==> src/rtl/fpw_pkg.sv <==
// Purpose: Shared constants for the fast PWM waveform generator.
// Assumes: 32-bit AHB-Lite register bus, one clock at 125 MHz.
// Notes:   Byte offsets, field positions, reset values and mode codes.
package fpw_pkg;

  // Register byte offsets
  localparam logic [7:0] OFS_CTRL   = 8'h00;
  localparam logic [7:0] OFS_CMPA   = 8'h04;
  localparam logic [7:0] OFS_CMPB   = 8'h08;
  localparam logic [7:0] OFS_COUNT  = 8'h0c;
  localparam logic [7:0] OFS_DIR    = 8'h10;
  localparam logic [7:0] OFS_STATUS = 8'h14;
  localparam logic [7:0] OFS_CLEAR  = 8'h18;
  localparam logic [7:0] OFS_ENABLE = 8'h1c;

  // Control register field positions
  localparam int CTRL_MODE_LSB  = 0;
  localparam int CTRL_OMA_LSB   = 4;
  localparam int CTRL_OMB_LSB   = 6;
  localparam int CTRL_CSEL_LSB  = 8;

  // Status, clear and enable bit positions
  localparam int ST_OVF    = 0;
  localparam int ST_MATCHA = 1;
  localparam int ST_MATCHB = 2;
  localparam int ST_W      = 3;

  // Reset values
  localparam logic [2:0]  RST_MODE = 3'h0;
  localparam logic [1:0]  RST_OM   = 2'h0;
  localparam logic [2:0]  RST_CSEL = 3'h0;
  localparam logic [7:0]  RST_CMP  = 8'h00;
  localparam logic [1:0]  RST_DIR  = 2'h0;
  localparam logic [ST_W-1:0] RST_ST = 3'h0;

  // Waveform mode codes
  localparam logic [2:0] MODE_FAST_FIXED = 3'h3;
  localparam logic [2:0] MODE_FAST_CMPA  = 3'h7;

  // Count limits
  localparam logic [7:0] CNT_BOTTOM = 8'h00;
  localparam logic [7:0] CNT_MAX    = 8'hff;

  // Compare output modes
  localparam logic [1:0] OM_OFF    = 2'h0;
  localparam logic [1:0] OM_TOGGLE = 2'h1;
  localparam logic [1:0] OM_NONINV = 2'h2;
  localparam logic [1:0] OM_INV    = 2'h3;

  // Prescale selections and divide counts
  localparam logic [2:0] CSEL_STOP  = 3'h0;
  localparam logic [2:0] CSEL_DIV1  = 3'h1;
  localparam logic [2:0] CSEL_DIV8  = 3'h2;
  localparam logic [2:0] CSEL_DIV64 = 3'h3;
  localparam logic [2:0] CSEL_DIV256  = 3'h4;
  localparam logic [2:0] CSEL_DIV1024 = 3'h5;
  localparam logic [9:0] DIV_8    = 10'h007;
  localparam logic [9:0] DIV_64   = 10'h03f;
  localparam logic [9:0] DIV_256  = 10'h0ff;
  localparam logic [9:0] DIV_1024 = 10'h3ff;

endpackage

==> src/rtl/fpw_tick_if.sv <==
// Purpose: Carries the prescale choice and the timer tick.
// Assumes: Both ends share hclk.
// Notes:   Tick is an enable, high for one hclk cycle per timer clock.
`timescale 1ns/100ps
`default_nettype none
interface fpw_tick_if;
  logic [2:0] clk_sel;
  logic       tick;
  modport prescaler (input clk_sel, output tick);
  modport timer     (output clk_sel, input tick);
endinterface
`default_nettype wire

==> src/rtl/fpw_prescaler.sv <==
// Purpose: Divides hclk into the timer tick: 1, 8, 64, 256 or 1024.
// Assumes: Selection comes from a register on hclk.
// Notes:   Stop selection holds the divider at zero and freezes the timer.
`timescale 1ns/100ps
`default_nettype none
module fpw_prescaler (
  // Clock and reset
  input wire logic      hclk,
  input wire logic      hresetn,
  // Tick link
  fpw_tick_if.prescaler tk
);
  import fpw_pkg::*;

  logic [9:0] div_cnt;
  logic [9:0] div_last;

  // Terminal count for the chosen factor
  always_comb begin
    case (tk.clk_sel)
      CSEL_DIV8:    div_last = DIV_8;
      CSEL_DIV64:   div_last = DIV_64;
      CSEL_DIV256:  div_last = DIV_256;
      CSEL_DIV1024: div_last = DIV_1024;
      default:      div_last = 10'h000;
    endcase
  end

  // Free divider; restarts whenever the factor is reached
  always_ff @(posedge hclk or negedge hresetn) begin
    if (!hresetn) begin
      div_cnt <= 10'h000;
    end else if (tk.clk_sel == CSEL_STOP || div_cnt >= div_last) begin
      div_cnt <= 10'h000;
    end else begin
      div_cnt <= div_cnt + 10'h001;
    end
  end

  // Reserved selections above 1024 behave as stopped
  assign tk.tick = (tk.clk_sel != CSEL_STOP) && (tk.clk_sel <= CSEL_DIV1024)
                   && (div_cnt >= div_last);
endmodule
`default_nettype wire

==> src/rtl/fpw_timer.sv <==
// Purpose: Fast PWM waveform generator with an 8-bit counter, two channels.
// Assumes: AHB-Lite slave, single word transfers, hclk at 125 MHz.
// Notes:   Reads take one wait state; writes take none.
// How it works
// - Fast PWM runs when the waveform mode field is 3 or 7.
// - Counter counts up from BOTTOM to TOP, then restarts at BOTTOM.
// - TOP is 0xFF in mode 3, compare value A in mode 7.
// - Counter increments until TOP, clears at the next timer clock.
// - Non-inverting: output clears on compare match, sets at BOTTOM.
// - Inverting: output sets on compare match, clears at BOTTOM.
// - BOTTOM set or clear happens on the TOP to BOTTOM tick.
// - Output mode two selects non-inverted PWM, three inverted PWM.
// - Mode one toggles output A on match only with mode MSB set; never B.
// - The pin shows the waveform only when its direction is output.
// - Overflow flag sets at TOP in fast PWM; enabled flag raises interrupt.
// - Period is 256 timer clocks in mode 3, compare A plus one in mode 7; prescale 1, 8, 64, 256 or 1024.
// - In mode 3, compare A at BOTTOM gives one-clock pulse each MAX+1 clocks.
// - Compare A at MAX holds the output constantly high or low.
`timescale 1ns/100ps
`default_nettype none
module fpw_timer (
  // Clock and reset
  input  wire logic        hclk,
  input  wire logic        hresetn,
  // AHB-Lite slave
  input  wire logic        hsel,
  input  wire logic [31:0] haddr,
  input  wire logic [1:0]  htrans,
  input  wire logic        hwrite,
  input  wire logic [2:0]  hsize,
  input  wire logic [31:0] hwdata,
  input  wire logic        hready,
  output logic             hreadyout,
  output logic [31:0]      hrdata,
  output logic             hresp,
  // Waveform pins
  output logic             waveform_out_a,
  output logic             waveform_oe_a,
  output logic             waveform_out_b,
  output logic             waveform_oe_b,
  // Interrupt
  output logic             irq
);
  import fpw_pkg::*;

  fpw_tick_if tk ();

  // Registers
  logic [2:0]      waveform_mode_field;
  logic [1:0]      output_mode_a;
  logic [1:0]      output_mode_b;
  logic [2:0]      clk_sel;
  logic [7:0]      compare_value_a;
  logic [7:0]      compare_value_b;
  logic [1:0]      pin_dir;
  logic [ST_W-1:0] status;
  logic [ST_W-1:0] int_enable;
  logic [7:0]      timer_count_value;

  // Bus tracking
  logic            wr_pend;
  logic            rd_pend;
  logic [7:0]      addr_q;
  logic            accept;

  // Timer decode
  logic            fast_mode;
  logic            waveform_mode_msb;
  logic [7:0]      top_val;
  logic            at_top;
  logic            match_a;
  logic            match_b;
  logic [7:0]      next_count;
  logic [ST_W-1:0] events;
  logic [ST_W-1:0] clr_mask;

  fpw_prescaler u_presc (
    .hclk    (hclk),
    .hresetn (hresetn),
    .tk      (tk.prescaler)
  );

  assign tk.clk_sel = clk_sel;

  // Next level of a channel output on one timer tick
  function automatic logic next_wave(input logic [1:0] om, input logic cur,
                                     input logic top, input logic hit,
                                     input logic tgl_ok);
    logic r;
    r = cur;
    case (om)
      OM_NONINV: begin
        if (top) r = 1'b1;
        else if (hit) r = 1'b0;
      end
      OM_INV: begin
        if (top) r = 1'b0;
        else if (hit) r = 1'b1;
      end
      OM_TOGGLE: begin
        if (hit && tgl_ok) r = ~cur;
      end
      default: r = cur;
    endcase
    return r;
  endfunction

  // Whether a channel drives its pin in the current mode
  function automatic logic chan_on(input logic [1:0] om, input logic tgl_ok);
    return (om == OM_NONINV) || (om == OM_INV) || (om == OM_TOGGLE && tgl_ok);
  endfunction

  // Mode decode; only modes 3 and 7 run fast PWM
  assign fast_mode = (waveform_mode_field == MODE_FAST_FIXED)
                   || (waveform_mode_field == MODE_FAST_CMPA);
  assign waveform_mode_msb = waveform_mode_field[2];
  assign top_val = (waveform_mode_field == MODE_FAST_CMPA) ? compare_value_a
                                                           : CNT_MAX;
  assign at_top  = (timer_count_value == top_val);
  assign match_a = tk.tick && (timer_count_value == compare_value_a);
  assign match_b = tk.tick && (timer_count_value == compare_value_b);

  // Single slope: up to TOP, then BOTTOM on the next tick
  always_comb begin
    next_count = timer_count_value;
    if (tk.tick) begin
      if (at_top) next_count = CNT_BOTTOM;
      else next_count = timer_count_value + 8'h01;
    end
  end

  always_ff @(posedge hclk or negedge hresetn) begin
    if (!hresetn) begin
      timer_count_value <= CNT_BOTTOM;
    end else begin
      timer_count_value <= next_count;
    end
  end

  // Outputs update on every timer tick in fast PWM; BOTTOM wins over a
  // match at TOP, which keeps compare A at MAX a steady level
  always_ff @(posedge hclk or negedge hresetn) begin
    if (!hresetn) begin
      waveform_out_a <= 1'b0;
      waveform_out_b <= 1'b0;
    end else if (tk.tick && fast_mode) begin
      waveform_out_a <= next_wave(output_mode_a, waveform_out_a, at_top,
                                  match_a, waveform_mode_msb);
      waveform_out_b <= next_wave(output_mode_b, waveform_out_b, at_top,
                                  match_b, 1'b0);
    end
  end

  // Pin drive needs fast PWM, a live channel and output direction
  assign waveform_oe_a = pin_dir[0] && fast_mode
                         && chan_on(output_mode_a, waveform_mode_msb);
  assign waveform_oe_b = pin_dir[1] && fast_mode
                         && chan_on(output_mode_b, 1'b0);

  // Events; overflow only counts in fast PWM
  assign events[ST_OVF]    = tk.tick && at_top && fast_mode;
  assign events[ST_MATCHA] = match_a;
  assign events[ST_MATCHB] = match_b;

  // Bus address phase
  assign accept = hsel && hready && htrans[1];

  always_ff @(posedge hclk or negedge hresetn) begin
    if (!hresetn) begin
      wr_pend <= 1'b0;
      rd_pend <= 1'b0;
      addr_q  <= 8'h00;
    end else begin
      wr_pend <= accept && hwrite;
      rd_pend <= accept && !hwrite;
      if (accept) addr_q <= haddr[7:0];
    end
  end

  // Reads wait one cycle so a write just before is already stored
  assign hreadyout = !rd_pend;
  assign hresp     = 1'b0;

  // Read data captured in the wait cycle; unmapped reads give zero
  always_ff @(posedge hclk or negedge hresetn) begin
    if (!hresetn) begin
      hrdata <= 32'h0000_0000;
    end else if (rd_pend) begin
      case (addr_q)
        OFS_CTRL:   hrdata <= {21'h0, clk_sel, output_mode_b, output_mode_a,
                               1'b0, waveform_mode_field};
        OFS_CMPA:   hrdata <= {24'h0, compare_value_a};
        OFS_CMPB:   hrdata <= {24'h0, compare_value_b};
        OFS_COUNT:  hrdata <= {24'h0, timer_count_value};
        OFS_DIR:    hrdata <= {30'h0, pin_dir};
        OFS_STATUS: hrdata <= {29'h0, status};
        OFS_ENABLE: hrdata <= {29'h0, int_enable};
        default:    hrdata <= 32'h0000_0000;
      endcase
    end
  end

  // Configuration writes in the data phase
  always_ff @(posedge hclk or negedge hresetn) begin
    if (!hresetn) begin
      waveform_mode_field <= RST_MODE;
      output_mode_a       <= RST_OM;
      output_mode_b       <= RST_OM;
      clk_sel             <= RST_CSEL;
      compare_value_a     <= RST_CMP;
      compare_value_b     <= RST_CMP;
      pin_dir             <= RST_DIR;
      int_enable          <= RST_ST;
    end else if (wr_pend) begin
      case (addr_q)
        OFS_CTRL: begin
          waveform_mode_field <= hwdata[CTRL_MODE_LSB +: 3];
          output_mode_a       <= hwdata[CTRL_OMA_LSB +: 2];
          output_mode_b       <= hwdata[CTRL_OMB_LSB +: 2];
          clk_sel             <= hwdata[CTRL_CSEL_LSB +: 3];
        end
        OFS_CMPA:   compare_value_a <= hwdata[7:0];
        OFS_CMPB:   compare_value_b <= hwdata[7:0];
        OFS_DIR:    pin_dir         <= hwdata[1:0];
        OFS_ENABLE: int_enable      <= hwdata[ST_W-1:0];
        default: ;
      endcase
    end
  end

  // Sticky status; a new event beats a clear in the same cycle
  assign clr_mask = (wr_pend && addr_q == OFS_CLEAR) ? hwdata[ST_W-1:0] : RST_ST;

  always_ff @(posedge hclk or negedge hresetn) begin
    if (!hresetn) begin
      status <= RST_ST;
    end else begin
      status <= (status & ~clr_mask) | events;
    end
  end

  // Level interrupt while any enabled flag stands
  assign irq = |(status & int_enable);
endmodule
`default_nettype wire

==> config.mk <==
export PLATFORM = sky130hd
export DESIGN_NAME = fpw_timer
export DESIGN_NICKNAME = d
export VERILOG_FILES = /design/src/rtl/fpw_pkg.sv /design/src/rtl/fpw_tick_if.sv /design/src/rtl/fpw_prescaler.sv /design/src/rtl/fpw_timer.sv
export SDC_FILE = /design/constraint.sdc
export NUM_CORES = 1
export LEC_CHECK = 0
export BUFFER_PORTS_ARGS = -buffer_cell sky130_fd_sc_hd__buf_2
export CELL_PAD_IN_SITES_DETAIL_PLACEMENT = 1
export CELL_PAD_IN_SITES_GLOBAL_PLACEMENT = 1
export CORE_MARGIN = 1.5
export CORE_UTILIZATION = 40
export DETAILED_ROUTE_END_ITERATION = 8
export GPL_TIMING_DRIVEN = 0
export PLACE_DENSITY_LB_ADDON = 0.05
export SLEW_MARGIN = 15
export SYNTH_ARGS = -nofsm -noshare
export SYNTH_HDL_FRONTEND = slang
export SYNTH_SLANG_ARGS = --single-unit
==> constraint.sdc <==
create_clock -name hclk -period 3.5 [get_ports hclk]
set_input_delay 0.525 -clock hclk [delete_from_list [all_inputs] [get_ports hclk]]
set_output_delay 0.525 -clock hclk [all_outputs]
set_load 0.01 [all_outputs]
==> results.md, run 1 <==
* Clock power frac at 0.268
* Avg Cell Area, Syn at 10.0 um2
* Synthesized flop and latch total at 75
* Via count at 3380
* Count leader, synth: dfrtp_1
* CTS HTree Levels at 3
* Maximum vdd drop at 0.000207 V
* Initial Util at 0.408
* Die Area at 11000 um2
* Root Buffer: clkbuf_8
* CTS tree: built
* Syn Inst Count at 415
* Die height at 105 um
* Tcrit/Tclk final at 0.830
* Minimum clock period at 2900 ps
* Reg-to-Reg End: timer_count_value[6]
* Yosys warns at 0
* Synth area leaders: dfrtp_1 (45%), mux2_2 (7.3%), buf_4 (4.2%)
* N_diodes at 0
* Main combinational cell family by area after synthesis: compound AO/OA/AOI/OAI gates
* Global-route wire length before repair at 18500 um
* TritonRoute pass-1 iters at 6
* Hold crit path type: in -> async
* # hold bufs at CTS at 0
* Final ANT Viol Nets at 0
* Iter 0 DRT Violations at 167
* Clk slew on worst S/H paths at 80 ps
* Async SR Flop Fraction at 1.00
* Flop2flop setup slack at 600 ps
* Synth top cells by count: dfrtp_1 (75), nand2_1 (35), o21ai_0 (29)
* Max Clock Freq at 344 MHz
* Netlist area before placement at 4150 um2
* Drt drc at 0
* Highest layer used for signal routing: met4
* Placed cells at 614
* Post-synthesis simple-gate area fraction at 0.146
* Post-synth EDFFs at 0
* Total wire length at 10900 um
* Port-buffer cells at 41
* Average vias per placed instance at 5.37
* Leakage at 0.00230 uW
* Critical Path Start Type: flip-flop
* Setup TNS at 0 ps
* Post-synth top area cell: dfrtp_1
* Area growth syn-to-layout at 15.5%
* GRT Util Overall at 0.215
* Antenna violations before repair at 0
* Adder-Cell Fraction of Synth Area at 0.0362
* Post-synthesis sequential area ratio at 0.452
* Critical path data arrival time at 3150 ps
* Max-slew violation count at 0
* Critical Path RT at 3750 ps
* Combinational Power Share at 0.242
* Min Hold Slack at 81.8 ps
* Max Cap Viol at 0
* Die width at 105 um
* Worst-Margin Slew at 738 ps
* Worst Skew at 5.04 ps
* Post-synth top area share at 0.452
* Nets at 575
* GP Congestion at 0.845
* Sw Pwr at 761 uW
* DR WL met2 at 5130 um
* Setup CP Type: reg -> reg
* Yosys cell types at 56
* Setup-failing EPs final at 0
* WL met1 at 5160 um
* Routed WL per cell at 17.3 um
* Layout cells sized above 1 at 0.260
* Unrepaired setup endpoints after global routing: no
* Final Hold Vio Count at 0
* Post-synthesis mux area share at 0.0829
* Vias in the first global route at 3518
* Pin count of the biggest net entering global routing at 51
* Net Sw Frac at 0.341
* Internal power at 1470 uW
* Synth Area in XOR/XNOR at 0.0359
* Synth Flop Type: dfrtp_1
* Status: finished, final reports clean
* Crit. End Element: flip-flop
* Reg2Reg Depth at 10
* Filler cells at 1213
* Power Density at 465 nW/um2
* Placed inst area at 4640 um2
* Core outline area at 10200 um2
* Final cell count without fillers at 629
* CTS buffer count at 9
* Post-synthesis compound-gate area fraction at 0.166
* Worst r2r src: clk_sel[2]
* Cell row count at 37
* Skew-Pair Late Insertion Delay at 350 ps
* Post-DP HPWL at 8260 um
* Boundary Pins at 113
* GRT overflow at 0
* CP Max Fanout at 10
* Sequential Power Share at 0.490
* Post-CTS Resized at 0
* Slew margin rel. at 0.501
* Post-CTS Setup Inserts at 0
* Design Area, Final at 4800 um2
* Clock sink count at 75
* Met3 routed WL at 421 um
* Worst-case clock buffer depth at 2
[per-layer routing]
| layer | global-route usage | up-vias |
|---|---|---|
| met1 | 0.296 | 1697 |
| met4 | 0.0685 | 0 |
| li1 | - | 1596 |
| met2 | 0.340 | 75 |
| met3 | 0.0424 | 12 |
| met5 | 0 | - |
[cell usage in the layout (no fill, tap or decap), types with 10 or more instances in the layout]
| cell | n |
|---|---|
| buf_4 | 24 |
| xor2_1 | 14 |
| clkbuf_8 | 10 |
| nand2_1 | 35 |
| ha_1 | 12 |
| conb_1 | 22 |
| nor2_1 | 21 |
| a21oi_1 | 20 |
| buf_2 | 48 |
| dfrtp_1 | 75 |
| inv_1 | 23 |
| o21ai_0 | 29 |
| nand3_1 | 16 |
| mux2_2 | 27 |
[worst max-delay path, stage by stage, from the launching register on]
cell      delay (ps)
dfrtp_1          460
nor2b_1          190
nor2_1           200
ha_1             280
a211o_1          270
a21oi_1          130
o21ai_0          200
o211ai_2         400
buf_2            310
o21ai_0          130
a22o_2           230
[logic make-up after synthesis]
logic type,after synthesis
flip-flops,75
other,1
multiplexers,31
buffers and inverters,63
AO/OA/AOI/OAI,98
AND/OR/NAND/NOR,118
adder cells (fa/ha/maj),12
XOR/XNOR,17
[sequential cells by signal (all words and copies together) (netlist names)]
name and cells:
wr_pend 1, output_mode_b 2, compare_value_a 8, waveform_out_b 1, rd_pend 1, pin_dir 2
waveform_out_a 1, compare_value_b 8, output_mode_a 2, waveform_mode_field 3, timer_count_value 8, int_enable 3
addr_q 8, status 3, clk_sel 3, hrdata 11, u_presc.div_cnt 10
[through the flow]
stage	util	total power [uW]	setup slack (ps)
global route	0.471	2380	273
floorplan	-	1460	1030
CTS	0.471	2260	532
detailed placement	0.455	1650	574
finish	0.471	2230	597
global placement	0.452	1620	609
[cell type report]
cell class / instances / area (um2) / area share
clock inverter: 3 / 15.0 / 0.00313
tap: 136 / 170 / 0.0355
timing repair buffer: 42 / 235 / 0.0490
inverter: 25 / 93.8 / 0.0196
sequential: 75 / 1880 / 0.391
buffer: 38 / 239 / 0.0498
clock buffer: 12 / 145 / 0.0303
multi-input combinational: 298 / 2020 / 0.421
[worst max path at each step]
stage	start	end	slack, ps
2_1_floorplan	clk_sel[2]	timer_count_value[6]	1030
3_3_place_gp	clk_sel[2]	timer_count_value[6]	610
3_5_place_dp	clk_sel[2]	timer_count_value[6]	570
4_1_cts	clk_sel[2]	timer_count_value[6]	530
5_1_grt	clk_sel[2]	timer_count_value[6]	270
6_report	clk_sel[2]	timer_count_value[6]	600
[power by group through the flow]
stage | combinational (uW) | sequential [uW] | clock [uW]
2_1_floorplan | 399 | 1060 | 0
3_3_place_gp | 519 | 1100 | 0
3_5_place_dp | 546 | 1110 | 0
4_1_cts | 550 | 1090 | 617
5_1_grt | 616 | 1110 | 655
6_report | 540 | 1090 | 599
(Power assumes the default switching activity.)
==> run 2, diff against run 1 <==
--- a/config.mk
+++ b/config.mk
@@ -5,11 +5,12 @@
 export SDC_FILE = /design/constraint.sdc
 export NUM_CORES = 1
 export LEC_CHECK = 0
+export ABC_AREA = 1
 export BUFFER_PORTS_ARGS = -buffer_cell sky130_fd_sc_hd__buf_2
 export CELL_PAD_IN_SITES_DETAIL_PLACEMENT = 1
 export CELL_PAD_IN_SITES_GLOBAL_PLACEMENT = 1
 export CORE_MARGIN = 1.5
-export CORE_UTILIZATION = 40
+export CORE_UTILIZATION = 34
 export DETAILED_ROUTE_END_ITERATION = 8
 export GPL_TIMING_DRIVEN = 0
 export PLACE_DENSITY_LB_ADDON = 0.05
==> constraint.sdc (replaced) <==
create_clock -name hclk -period 2.4 [get_ports hclk]
set_input_delay 0.36 -clock hclk [delete_from_list [all_inputs] [get_ports hclk]]
set_output_delay 0.36 -clock hclk [all_outputs]
set_load 0.01 [all_outputs]
==> run 2 against run 1 <==
Net effect:
- clock skew is 0.58 ps lower
- critical path depth unchanged
- count of clock-buffer cells in the layout down 1
- register-to-register slack got worse by 430 ps
- critical path type unchanged
- synthesized area increased by 2.1%
==> results.md, run 2 <==
* Final cell count without fillers at 794
* Cell row count at 40
* Final ANT Viol Nets at 0
* Antenna violations before repair at 0
* Tcrit/Tclk final at 0.931
* Average vias per placed instance at 4.67
* Drt drc at 0
* Worst Setup SP: clk_sel[2]
* Buffers and inverters on the worst path at 2
* Worst Min Path Start: hwrite
* Total Power at 3340 uW
* Unrepaired setup endpoints after global routing: yes
* CTS tree: built
* Count leader, synth: nand2_1
* Minimum clock period at 2230 ps
* Root Buffer: clkbuf_16
* Syn Inst Count at 543
* Pin count of the biggest net entering global routing at 51
* Die width at 115 um
* Critical Path RT at 2660 ps
* Synth area leaders: dfrtp_1 (44%), nand2_1 (12%), inv_1 (5.8%)
* Die height at 115 um
* Worst path slowest cell: dfrtp_2
* Most frequent cells in the layout: nand2_1 (133), dfrtp_1 (73), inv_1 (62)
* Yosys warns at 0
* Filler cells at 1499
* N_diodes at 0
* Max incr delay on CP at 450 ps
* CP Max Fanout at 10
* Clock sink count at 75
* Area growth syn-to-layout at 22.7%
* Final Hold Vio Count at 0
* Design Area, Final at 5200 um2
* Synth Area in XOR/XNOR at 0.0186
* Largest registers: hrdata x11, u_presc.div_cnt x10
* Crit. End Element: flip-flop
* Post-synth top area cell: dfrtp_1
* Setup CP Type: reg -> reg
* CP delay by family, top: simple AND/OR/NAND/NOR gates
* Post-synthesis compound-gate area fraction at 0.112
* Critical Path Start Type: flip-flop
* Worst Skew at 4.45 ps
* Netlist area before placement at 4240 um2
* Layout cells sized above 1 at 0.224
* Worst r2r src: clk_sel[2]
* Post-synthesis simple-gate area fraction at 0.262
* Adder-Cell Fraction of Synth Area at 0.0354
* Status: finished, final reports clean
* Yosys cell types at 39
* Largest reg by FF count: hrdata
* Via count at 3707
* CTS buffer count at 9
* Die Area at 13200 um2
* Synth Flop Type: dfrtp_1
* Max Cap Viol at 0
* Largest register FFs at 11
* Leakage at 0.00272 uW
* GRT overflow at 0
* Clk slew on worst S/H paths at 60 ps
* Placed cells at 774
* Skew-Pair Late Insertion Delay at 340 ps
* Main combinational cell family by area after synthesis: simple AND/OR/NAND/NOR gates
* Nets at 711
* Routed WL per cell at 14.9 um
* Hold crit path type: in -> reg
* Post-synth EDFFs at 0
* Max Clock Freq at 448 MHz
* Setup-failing EPs final at 0
* Top cell by count, worst path: nor2_4
* Global-route wire length before repair at 19600 um
* Power Density at 641 nW/um2
* GRT Util Overall at 0.195
* Post-synthesis mux area share at 0.0133
* Post-synthesis sequential area ratio at 0.442
* Max-slew violation count at 0
* Commonest non-fill, non-tap cell in the layout: nand2_1
* Worst-case clock buffer depth at 2
* Synthesized flop and latch total at 75
* Maximum vdd drop at 0.000404 V
* GP Congestion at 0.874
* Critical path data arrival time at 2490 ps
* Boundary Pins at 113
* Post-DP HPWL at 9110 um
* Core outline area at 12100 um2
* Worst path cell trace: inv_4 -> nor2_4 -> nand2_2 -> ha_1 -> a21o_1 -> nor2_4 -> nand3_4 -> or2_1 -> buf_6 -> nor3b_1
* Total wire length at 11800 um
* TritonRoute pass-1 iters at 4
* Async SR Flop Fraction at 1.00
* Final Util at 0.430
* Port-buffer cells at 41
* CTS HTree Levels at 3
* Avg Cell Area, Syn at 7.81 um2
* Synth top cells by count: nand2_1 (135), dfrtp_1 (75), inv_1 (65)
* Initial Util at 0.350
* Iter 0 DRT Violations at 103
* Vias in the first global route at 3773
* Placed inst area at 4770 um2
* Post-synth top area share at 0.442
## run 2: changes by cell type in the layout (fill, tap and decap cells not counted), sizes merged, moves of 6 or more
| cell | delta |
|---|---|
| a21oi | +10 |
| a222oi | -8 |
| and3 | -7 |
| inv | +47 |
| mux2 | -22 |
| nand2 | +103 |
| nand2b | -8 |
| nand3 | +10 |
| nor2 | +39 |
| nor3 | +11 |
| nor3b | +6 |
| nor4 | -7 |
| o21ai | +19 |
## run 2: path summary, 6_finish.rpt
check | to | slack [ps] | cells after the start
worst max-delay path | u_presc.div_cnt[3] | 170 | 10
worst min-delay path | rd_pend | 190 | 2
worst max register to register | u_presc.div_cnt[3] | 170 | 10
worst min register to register | hrdata[4] | 480 | 2
max in group asynchronous | compare_value_a[4] | 1310 | 3
min in group asynchronous | u_presc.div_cnt[4] | 500 | 2
## run 2: cell type report
cell class / instances / area (um2) / share of cell area
multi-input cells: 386 / 2070 / 0.399
flip-flops and latches: 75 / 1880 / 0.361
repair buffers: 50 / 298 / 0.0572
inverters: 72 / 278 / 0.0534
clock buffers: 11 / 233 / 0.0447
plain buffers: 31 / 225 / 0.0433
well taps: 168 / 210 / 0.0404
clock inverters: 1 / 5.00 / 0.000962
## run 2: power breakdown
group | total [uW] | internal, uW | switching, uW
clock network | 1180 | 675 | 507
logic | 638 | 258 | 380
registers | 1520 | 1370 | 140
## run 2: per-stage QoR
step / hold slack [ps] / setup WS [ps] / TNS [ps]
final: 192 / 166 / 0
after CTS: 180 / 4.02 / 0
after global placement: 464 / -81.1 / -360
after global routing: 196 / -29.1 / -138
after floorplan: 64.4 / 247 / 0
after detailed placement: 314 / -103 / -842
## run 2: kinds of logic (layout without fill, tap and decap cells)
| logic type | count (synthesis) | after routing |
|---|---|---|
| AO/OA/AOI/OAI | 88 | 88 |
| XOR/XNOR | 9 | 9 |
| adder cells (fa/ha/maj) | 12 | 12 |
| buffers and inverters | 103 | 165 |
| flip-flops | 75 | 75 |
| multiplexers | 5 | 5 |
| other | 1 | 22 |
| AND/OR/NAND/NOR | 250 | 250 |
## run 2: per-layer routing
layer	track usage	vias up	part of all wire
met1	0.264	1791	0.47
li1	-	1858	-
met5	0	-	0
met4	0.0691	0	0.015
met3	0.0296	13	0.027
met2	0.319	45	0.49
## run 2: repair_timing
| item | CTS | global route |
|---|---|---|
| buffers inserted | 0 | 7 |
| resized for setup | 4 | 34 |
| pin swaps | 1 | 5 |
| endpoints found under the hold margin | 25 | 0 |
| setup endpoints to repair | 16 | 20 |
| hold buffers | 1 | 0 |
